`config.mk`:
```
export PLATFORM = sky130hd
export DESIGN_NAME = vector_select
export DESIGN_NICKNAME = d
export VERILOG_FILES = /design/src/shared/vector_select_pkg.sv /design/src/hw/vector_select.sv
export VERILOG_INCLUDE_DIRS = /design/src /design/src/shared
export SDC_FILE = /design/constraint.sdc
export NUM_CORES = 1
export LEC_CHECK = 0
export BUFFER_PORTS_ARGS = -buffer_cell sky130_fd_sc_hd__buf_2
export CORE_MARGIN = 5
export CORE_UTILIZATION = 42
export CTS_CLUSTER_SIZE = 20
export DETAILED_ROUTE_END_ITERATION = 7
export PLACE_DENSITY = 0.73
export SYNTH_ARGS = -nofsm -noshare
export SYNTH_HDL_FRONTEND = slang
export SYNTH_SLANG_ARGS = --single-unit
```
`constraint.sdc`:
```
create_clock -name clk -period 1.9 [get_ports clk]
set_clock_uncertainty 0.2 [all_clocks]
set_input_delay 0.285 -clock clk [delete_from_list [all_inputs] [get_ports clk]]
set_output_delay 0.285 -clock clk [all_outputs]
set_load 0.01 [all_outputs]
```
`src/shared/vector_select_cfg.svh`:
```
`ifndef VECTOR_SELECT_CFG_SVH
`define VECTOR_SELECT_CFG_SVH

// Table layout
`define RESET_ADDR 24'h000000
`define TABLE_BASE 24'h000004
`define ALT_OFFSET 24'h000100
`define NUM_VEC 126
`define NUM_TRAP 8
`define NUM_IRQ 118
`define IRQ_VEC_OFFSET 7'h08

// Trap vector numbers
`define TRAP_OSC_FAIL 1
`define TRAP_ADDR_ERR 2
`define TRAP_STACK_ERR 3
`define TRAP_MATH_ERR 4

// Request numbers
`define IRQ_EXT0 0
`define IRQ_CAP1 1
`define IRQ_CMP1 2
`define IRQ_TMR1 3
`define IRQ_CAP2 5
`define IRQ_CMP2 6
`define IRQ_TMR2 7
`define IRQ_TMR3 8
`define IRQ_SPI_ERR 9
`define IRQ_SPI_DONE 10
`define IRQ_UART_RX 11
`define IRQ_UART_TX 12
`define IRQ_ADC 13
`define IRQ_I2C_SLV 16
`define IRQ_I2C_MST 17
`define IRQ_COMPARATOR 18
`define IRQ_CHANGE_NOTIFY 19
`define IRQ_EXT1 20
`define IRQ_TMR4 27
`define IRQ_TMR5 28
`define IRQ_EXT2 29
`define IRQ_CAP3 37
`define IRQ_PWM_PERIOD 57
`define IRQ_CALENDAR 62
`define IRQ_FAULT_A 63
`define IRQ_FAULT_B 64
`define IRQ_UART_ERR 65
`define IRQ_CHARGE_TIME 77

`endif

```
`src/shared/vector_select_pkg.sv`:
```
package vector_select_pkg;

  typedef enum logic [1:0] {
    ST_RESET_ENTRY = 2'b00,
    ST_IDLE = 2'b01,
    ST_FETCH = 2'b10
  } vsel_state_t;

  typedef struct packed {
    logic is_trap;
    logic [6:0] vec_num;
  } vec_choice_t;

  typedef struct packed {
    logic alt;
    logic is_trap;
    logic [6:0] vec_num;
  } vec_taken_t;

endpackage : vector_select_pkg

```
`src/hw/vector_select.sv`:
```
// Operation
// Alternate-table select set uses alternate table; clear uses primary table.
// Alternate entries sit 0x100 above primary entries, same layout.
// Reset entry bypasses trap and interrupt vectoring entirely.
// After reset, registers clear and program counter loads zero.
// Traps 0-7 at 0x04..0x12 step two; 1-4 osc, address, stack, math.
// Request number plus eight gives vector; request 0 at 0x14, step two.
// Requests 0-8: ext0, capture1, compare1, timer1, -, capture2, compare2, timer2, timer3.
// Requests 9-13, 16, 17, 65 serve SPI, UART, ADC and I2C sources.
// Other sources at 18,19,20,27,28,29,37,57,62,63,64,77.
// Timers four/five and fault B exist only per build parameters.
// Software fills unused alternate table with primary handler addresses.
// Software points unused entries at a reset-issuing default handler.
// Each entry holds a 24-bit handler address loaded into the PC.
// Lower vector number wins among pending requests.
// Reserved request positions never reach the CPU.
`timescale 1ns/1ps
`include "vector_select_cfg.svh"

module vector_select
  import vector_select_pkg::*;
#(
  parameter bit HAS_TIMER45 = 1'b1,
  parameter bit HAS_FAULT_B = 1'b1
) (
  input wire logic clk, // 250 MHz system clock
  input wire logic resetn, // Async reset, active low
  input wire logic alt_table_select, // 1 = alternate table
  input wire logic trap_osc_fail, // Oscillator failure trap
  input wire logic trap_addr_err, // Address error trap
  input wire logic trap_stack_err, // Stack error trap
  input wire logic trap_math_err, // Math error trap
  input wire logic external_irq_zero, // Request 0
  input wire logic capture_unit_one, // Request 1
  input wire logic compare_unit_one, // Request 2
  input wire logic timer_one, // Request 3
  input wire logic capture_unit_two, // Request 5
  input wire logic compare_unit_two, // Request 6
  input wire logic timer_two, // Request 7
  input wire logic timer_three, // Request 8
  input wire logic spi_error_source, // Request 9
  input wire logic spi_done_source, // Request 10
  input wire logic uart_receive_source, // Request 11
  input wire logic uart_transmit_source, // Request 12
  input wire logic converter_source, // Request 13
  input wire logic i2c_slave_source, // Request 16
  input wire logic i2c_master_source, // Request 17
  input wire logic comparator_source, // Request 18
  input wire logic change_notify_source, // Request 19
  input wire logic external_irq_one, // Request 20
  input wire logic timer_four, // Request 27
  input wire logic timer_five, // Request 28
  input wire logic external_irq_two, // Request 29
  input wire logic capture_unit_three, // Request 37
  input wire logic pwm_period_source, // Request 57
  input wire logic calendar_clock_source, // Request 62
  input wire logic pwm_fault_a_source, // Request 63
  input wire logic pwm_fault_b_source, // Request 64
  input wire logic uart_error_source, // Request 65
  input wire logic charge_time_source, // Request 77
  input wire logic take_vec, // CPU takes pending vector
  input wire logic fetch_valid, // Program memory word valid
  input wire logic [23:0] fetch_data, // Handler address word
  output logic vec_pending_ff, // Request toward CPU
  output logic [6:0] pend_num_ff, // Winning vector number
  output logic pend_trap_ff, // Winner is a trap
  output logic fetch_req_ff, // Entry read request
  output logic [23:0] fetch_addr_ff, // Entry address
  output logic pc_load_ff, // Load program counter
  output logic [23:0] pc_value_ff, // Program counter value
  output logic taken_valid_ff, // Vector taken pulse
  output vec_taken_t taken_ff, // Taken vector details
  output logic busy_ff // Reset entry or fetch running
);

  logic [`NUM_TRAP-1:0] trap_req;
  logic [`NUM_IRQ-1:0] irq_req;
  logic [`NUM_VEC-1:0] all_req;
  vec_choice_t winner;
  logic winner_any;
  vsel_state_t state_ff;
  vsel_state_t nxt_state;
  vec_taken_t nxt_taken;
  logic [23:0] nxt_fetch_addr;
  logic accept;

  // Positions that exist in this build; every other bit is reserved
  function automatic logic [`NUM_VEC-1:0] impl_mask(bit has_t45, bit has_fb);
    logic [`NUM_VEC-1:0] m;
    m = '0;
    // Traps 0, 5, 6 and 7 stay reserved
    m[`TRAP_OSC_FAIL] = 1'b1;
    m[`TRAP_ADDR_ERR] = 1'b1;
    m[`TRAP_STACK_ERR] = 1'b1;
    m[`TRAP_MATH_ERR] = 1'b1;
    // Request 4, requests 14 and 15 and the gaps stay reserved
    m[`NUM_TRAP + `IRQ_EXT0] = 1'b1;
    m[`NUM_TRAP + `IRQ_CAP1] = 1'b1;
    m[`NUM_TRAP + `IRQ_CMP1] = 1'b1;
    m[`NUM_TRAP + `IRQ_TMR1] = 1'b1;
    m[`NUM_TRAP + `IRQ_CAP2] = 1'b1;
    m[`NUM_TRAP + `IRQ_CMP2] = 1'b1;
    m[`NUM_TRAP + `IRQ_TMR2] = 1'b1;
    m[`NUM_TRAP + `IRQ_TMR3] = 1'b1;
    m[`NUM_TRAP + `IRQ_SPI_ERR] = 1'b1;
    m[`NUM_TRAP + `IRQ_SPI_DONE] = 1'b1;
    m[`NUM_TRAP + `IRQ_UART_RX] = 1'b1;
    m[`NUM_TRAP + `IRQ_UART_TX] = 1'b1;
    m[`NUM_TRAP + `IRQ_ADC] = 1'b1;
    m[`NUM_TRAP + `IRQ_I2C_SLV] = 1'b1;
    m[`NUM_TRAP + `IRQ_I2C_MST] = 1'b1;
    m[`NUM_TRAP + `IRQ_COMPARATOR] = 1'b1;
    m[`NUM_TRAP + `IRQ_CHANGE_NOTIFY] = 1'b1;
    m[`NUM_TRAP + `IRQ_EXT1] = 1'b1;
    m[`NUM_TRAP + `IRQ_TMR4] = has_t45;
    m[`NUM_TRAP + `IRQ_TMR5] = has_t45;
    m[`NUM_TRAP + `IRQ_EXT2] = 1'b1;
    m[`NUM_TRAP + `IRQ_CAP3] = 1'b1;
    m[`NUM_TRAP + `IRQ_PWM_PERIOD] = 1'b1;
    m[`NUM_TRAP + `IRQ_CALENDAR] = 1'b1;
    m[`NUM_TRAP + `IRQ_FAULT_A] = 1'b1;
    m[`NUM_TRAP + `IRQ_FAULT_B] = has_fb;
    m[`NUM_TRAP + `IRQ_UART_ERR] = 1'b1;
    m[`NUM_TRAP + `IRQ_CHARGE_TIME] = 1'b1;
    return m;
  endfunction : impl_mask

  localparam logic [`NUM_VEC-1:0] IMPL_MASK = impl_mask(HAS_TIMER45, HAS_FAULT_B);

  // Only implemented traps reach the encoder
  always_comb begin
    trap_req = '0;
    trap_req[`TRAP_OSC_FAIL] = trap_osc_fail;
    trap_req[`TRAP_ADDR_ERR] = trap_addr_err;
    trap_req[`TRAP_STACK_ERR] = trap_stack_err;
    trap_req[`TRAP_MATH_ERR] = trap_math_err;
  end

  // Reserved positions stay zero
  always_comb begin
    irq_req = '0;
    irq_req[`IRQ_EXT0] = external_irq_zero;
    irq_req[`IRQ_CAP1] = capture_unit_one;
    irq_req[`IRQ_CMP1] = compare_unit_one;
    irq_req[`IRQ_TMR1] = timer_one;
    irq_req[`IRQ_CAP2] = capture_unit_two;
    irq_req[`IRQ_CMP2] = compare_unit_two;
    irq_req[`IRQ_TMR2] = timer_two;
    irq_req[`IRQ_TMR3] = timer_three;
    irq_req[`IRQ_SPI_ERR] = spi_error_source;
    irq_req[`IRQ_SPI_DONE] = spi_done_source;
    irq_req[`IRQ_UART_RX] = uart_receive_source;
    irq_req[`IRQ_UART_TX] = uart_transmit_source;
    irq_req[`IRQ_ADC] = converter_source;
    irq_req[`IRQ_I2C_SLV] = i2c_slave_source;
    irq_req[`IRQ_I2C_MST] = i2c_master_source;
    irq_req[`IRQ_UART_ERR] = uart_error_source;
    irq_req[`IRQ_COMPARATOR] = comparator_source;
    irq_req[`IRQ_CHANGE_NOTIFY] = change_notify_source;
    irq_req[`IRQ_EXT1] = external_irq_one;
    irq_req[`IRQ_TMR4] = timer_four & HAS_TIMER45;
    irq_req[`IRQ_TMR5] = timer_five & HAS_TIMER45;
    irq_req[`IRQ_EXT2] = external_irq_two;
    irq_req[`IRQ_CAP3] = capture_unit_three;
    irq_req[`IRQ_PWM_PERIOD] = pwm_period_source;
    irq_req[`IRQ_CALENDAR] = calendar_clock_source;
    irq_req[`IRQ_FAULT_A] = pwm_fault_a_source;
    irq_req[`IRQ_FAULT_B] = pwm_fault_b_source & HAS_FAULT_B;
    irq_req[`IRQ_CHARGE_TIME] = charge_time_source;
  end

  // Request n lands at vector n plus eight
  assign all_req = {irq_req, trap_req} & IMPL_MASK;

  // Scan from the top so the lowest pending vector is kept
  always_comb begin
    winner = '0;
    winner_any = 1'b0;
    for (int i = `NUM_VEC - 1; i >= 0; i--) begin
      if (all_req[i]) begin
        winner.vec_num = 7'(i);
        winner.is_trap = (i < `NUM_TRAP);
        winner_any = 1'b1;
      end
    end
  end

  // A take only counts while a registered vector is on offer
  assign accept = (state_ff == ST_IDLE) && vec_pending_ff && take_vec;

  // Entry address from vector number and table choice
  always_comb begin
    nxt_taken.alt = alt_table_select;
    nxt_taken.is_trap = pend_trap_ff;
    nxt_taken.vec_num = pend_num_ff;
    nxt_fetch_addr = `TABLE_BASE + {16'h0000, pend_num_ff, 1'b0};
    if (alt_table_select) begin
      nxt_fetch_addr = nxt_fetch_addr + `ALT_OFFSET;
    end
  end

  always_comb begin
    nxt_state = state_ff;
    unique case (state_ff)
      ST_RESET_ENTRY: begin
        nxt_state = ST_IDLE;
      end
      ST_IDLE: begin
        if (accept) begin
          nxt_state = ST_FETCH;
        end
      end
      ST_FETCH: begin
        if (fetch_valid) begin
          nxt_state = ST_IDLE;
        end
      end
      default: begin
        nxt_state = ST_IDLE;
      end
    endcase
  end

  // Reset lands in the entry state so the zero load happens once
  always_ff @(posedge clk or negedge resetn) begin
    if (!resetn) begin
      state_ff <= ST_RESET_ENTRY;
    end else begin
      state_ff <= nxt_state;
    end
  end

  // Pending request toward the CPU, held off while busy
  always_ff @(posedge clk or negedge resetn) begin
    if (!resetn) begin
      vec_pending_ff <= 1'b0;
      pend_num_ff <= 7'h00;
      pend_trap_ff <= 1'b0;
    end else if (nxt_state == ST_IDLE && !accept) begin
      vec_pending_ff <= winner_any;
      pend_num_ff <= winner.vec_num;
      pend_trap_ff <= winner.is_trap;
    end else begin
      vec_pending_ff <= 1'b0;
    end
  end

  // Entry read toward program memory
  always_ff @(posedge clk or negedge resetn) begin
    if (!resetn) begin
      fetch_req_ff <= 1'b0;
      fetch_addr_ff <= `RESET_ADDR;
    end else if (accept) begin
      fetch_req_ff <= 1'b1;
      fetch_addr_ff <= nxt_fetch_addr;
    end else if (state_ff == ST_FETCH && fetch_valid) begin
      fetch_req_ff <= 1'b0;
    end
  end

  // Program counter load: zero after reset, handler address after fetch
  always_ff @(posedge clk or negedge resetn) begin
    if (!resetn) begin
      pc_load_ff <= 1'b0;
      pc_value_ff <= `RESET_ADDR;
    end else if (state_ff == ST_RESET_ENTRY) begin
      pc_load_ff <= 1'b1;
      pc_value_ff <= `RESET_ADDR;
    end else if (state_ff == ST_FETCH && fetch_valid) begin
      pc_load_ff <= 1'b1;
      pc_value_ff <= fetch_data;
    end else begin
      pc_load_ff <= 1'b0;
    end
  end

  // Taken vector report, latched when the CPU takes the vector
  always_ff @(posedge clk or negedge resetn) begin
    if (!resetn) begin
      taken_ff <= '0;
    end else if (accept) begin
      taken_ff <= nxt_taken;
    end
  end

  // Flag logic may clear the source on this pulse
  always_ff @(posedge clk or negedge resetn) begin
    if (!resetn) begin
      taken_valid_ff <= 1'b0;
    end else begin
      taken_valid_ff <= (state_ff == ST_FETCH) && fetch_valid;
    end
  end

  // Busy is set in reset so nothing is offered before the zero load
  always_ff @(posedge clk or negedge resetn) begin
    if (!resetn) begin
      busy_ff <= 1'b1;
    end else begin
      busy_ff <= (nxt_state != ST_IDLE);
    end
  end

endmodule : vector_select

```
==> flow_summary.json <==
{
  "synthesis.area_mm2": 0.00284,
  "rsz0062_at_grt": "yes",
  "core_mm2": 0.00668,
  "clock_path_buffers": 2,
  "cts_tree": "built",
  "critPathMaxStageDelay_ns": 0.41,
  "firstDrtPassIters": 4,
  "yosysSeqAreaShare": 0.494,
  "critPathKind": "reg2reg",
  "gp_congestion": 0.792,
  "grt_pass1_vias": 2682,
  "async_flop_share": 1.00,
  "die_w_um": 92.2,
  "r2r_end": "taken_ff[7]$_DFFE_PN0P_",
  "crit_cells": 5,
  "n_antenna_cell": 0,
  "port_buffers": 115,
  "hp-class": "in2reg",
  "p_per_area_mw_per_mm2": 1110,
  "vias": 2614,
  "grt_overflow": 0,
  "maxClockFrequency_ghz": 0.550,
  "final_common_cell": "buf_2",
  "viasPerCell": 4.98,
  "layout-drive-gt1-share": 0.425,
  "path_max_fanout": 10,
  "finalSetupViolCount": 0,
  "top_usage_layer": "met2",
  "clkLatencyLatePin_ns": 0.30,
  "mostFrequentLayoutCells": "buf_2, nand2_1, dfrtp_1",
  "cp-start-kind": "flop",
  "slew_violations": 0,
  "ys_seq_elements": 56,
  "area_growth_pct": 36.5,
  "wl_per_cell_um": 13.7,
  "path_buf_inv": 2,
  "drtAntennaViolNets": 0,
  "power.leakage_uw": 0.00198,
  "place_ws_ns": -0.213,
  "rrSetupSlack_ns": 0.08,
  "h-tree-depth": 2,
  "die_area_mm2": 0.00850,
  "synth-edff-count": 0,
  "cap_violations": 0,
  "ys_types": 50,
  "grt_pass1_wl_um": 12300,
  "io_pins": 131,
  "cp_data_arrival_time_ns": 1.81,
  "drtIter0Drc": 54,
  "setup_ws_ns": 0.0807,
  "synthFlopType": "dfrtp_1",
  "root_buffer": "clkbuf_8",
  "start_util": 0.425,
  "cts.sinks": 56,
  "path_cells": "buf_4 -> ha_4 -> nand2_1 -> buf_4 -> mux2_2",
  "worstHoldStart": "fetch_data[6]",
  "cp-end-kind": "flop",
  "gr-usage-met3": 0.0443,
  "synth.avg_cell_area_um2": 9.53,
  "min_path_cells": 3,
  "drt_wl_total_um": 7220,
  "antenna_found_initial": 0,
  "cts.clk_slew.worst_paths_ns": 0.09,
  "min_to": "pc_value_ff[6]$_DFFE_PN0P_",
  "die_h_um": 92.2,
  "r2r_start": "state_ff[0]$_DFF_PN0_",
  "dp_hpwl_um": 5640,
  "core.rowCount": 30,
  "ir_drop_v": 0.000430,
  "fin_crit_sh": 0.958,
  "cpLargestDelayFamily": "flip-flops",
  "cts_buffers": 5,
  "worst_slew_pin_slew_ns": 0.516,
  "cp_slowest_cell": "dfrtp_1",
  "drc": 0,
  "nets": 511,
  "critPathRequiredTime_ns": 1.89,
  "hold_viol_final": 0,
  "use_met1": 0.218,
  "gr-usage-met2": 0.301,
  "worst-r2r-cell-count": 5,
  "grt_start_max_net_pins": 26,
  "relSlewSlack": 0.655,
  "period_minus_slack_ns": 1.82,
  "status": "completed",
  "postSynthCellCount": 298,
  "grt_use_total": 0.175,
  "ys_warn_count": 0,
  "p_total_uw": 4300,
  "path_common_cell": "buf_4"
}
==> cells by family after synthesis <==
family / Yosys count / share of synthesized area
adder cells (fa/ha/maj): 5 / 0.0220
AO/OA/AOI/OAI: 62 / 0.131
buffers and inverters: 35 / 0.0696
flip-flops: 56 / 0.494
multiplexers: 12 / 0.0476
AND/OR/NAND/NOR: 123 / 0.222
other: 1 / 0.00132
XOR/XNOR: 4 / 0.0123
==> cell type report <==
cell class | count | area (µm²)
clock buffer | 5 | 68.8
fill | 600 | 2810
multi-input combinational | 222 | 1370
timing repair buffer | 152 | 887
clock inverter | 2 | 12.5
sequential | 56 | 1400
tap | 80 | 100
inverter | 8 | 30.0
==> worst max-delay path by stage <==
stage / from / end / slack (ns)
after global routing: state_ff[1]$_DFF_PN0_ / pend_num_ff[5]$_DFFE_PN0P_ / -0.0003
after global placement: state_ff[0]$_DFF_PN0_ / pend_num_ff[5]$_DFFE_PN0P_ / -0.08
after CTS: state_ff[0]$_DFF_PN0_ / taken_ff[7]$_DFFE_PN0P_ / 0.007
final: state_ff[0]$_DFF_PN0_ / taken_ff[7]$_DFFE_PN0P_ / 0.08
after detailed placement: state_ff[0]$_DFF_PN0_ / pend_num_ff[5]$_DFFE_PN0P_ / -0.21
after floorplan: state_ff[0]$_DFF_PN0_ / pend_num_ff[6]$_DFFE_PN0P_ / 0.02
==> power breakdown <==
part,total [µW],leakage (µW),switching [µW],internal (µW)
registers,1620,0.000745,143,1480
logic,2070,0.00119,1100,971
clock network,610,0.0000400,359,250
==> worst reg2reg max path, cell delays in order (launching register included) <==
cell,delay [ns]
dfrtp_1,0.41
buf_4,0.16
ha_4,0.17
nand2_1,0.18
buf_4,0.24
mux2_2,0.35
==> Yosys cell counts, types with 2 or more instances <==
library cell   n  area [µm²]
nand2_1       70         263
dfrtp_1       55        1380
a21oi_1       29         145
buf_4         17         128
mux2_2        12         135
nor2_1        11        41.3
o21ai_0        9        45.0
clkbuf_1       8        30.0
inv_1          7        26.3
nor3_1         6        30.0
ha_1           5        62.6
nand3_1        5        25.0
nor4_1         5        31.3
a31oi_1        4        25.0
o21ai_1        4        20.0
nand2b_1       3        18.8
nor2b_1        3        18.8
o31ai_1        3        22.5
xor2_1         3        26.3
and3_1         2        12.5
buf_2          2        10.0
nor3b_1        2        15.0
nor4_2         2        25.0
o211ai_1       2        15.0
o21bai_1       2        15.0
o41ai_1        2        17.5
or4_1          2        15.0
==> stage by stage <==
stage	cells	util	TNS (ns)	area, µm²	hold slack (ns)
after floorplan	312	-	0	2890	-0.211
after global placement	504	0.538	-0.277	3590	0.0304
after detailed placement	504	0.538	-1.30	3590	0.0284
after CTS	522	0.570	0	3810	0.00215
after global routing	525	0.580	-0.000486	3870	0.00569
final	525	0.580	0	3870	0.0126
==> metal layers <==
layer / wire length [µm] / part of all wire / vias up
li1: - / - / 1295
met1: 3020 / 0.42 / 1198
met2: 3450 / 0.48 / 113
met3: 649 / 0.090 / 8
met4: 99 / 0.014 / 0
met5: 0 / 0 / -
==> sequential cells by signal, summed over array words and instances, names as in the netlist <==
| name | cells |
|---|---|
| pc_load_ff | 1 |
| taken_ff | 9 |
| taken_valid_ff | 1 |
| vec_pending_ff | 1 |
| fetch_req_ff | 1 |
| pc_value_ff | 24 |
| busy_ff | 1 |
| fetch_addr_ff | 8 |
| pend_trap_ff | 1 |
| pend_num_ff | 7 |
| state_ff | 2 |
==> timing repair <==
item                                    in CTS  in global routing
pin swaps                                    3                  2
hold buffers                                 5                  2
setup buffers                                5                  1
gates cloned                                 1                  0
resized for setup                            6                  9
endpoints found under the hold margin       17                  2
endpoints found under the setup margin       9                 21
(Power assumes the default switching activity.)
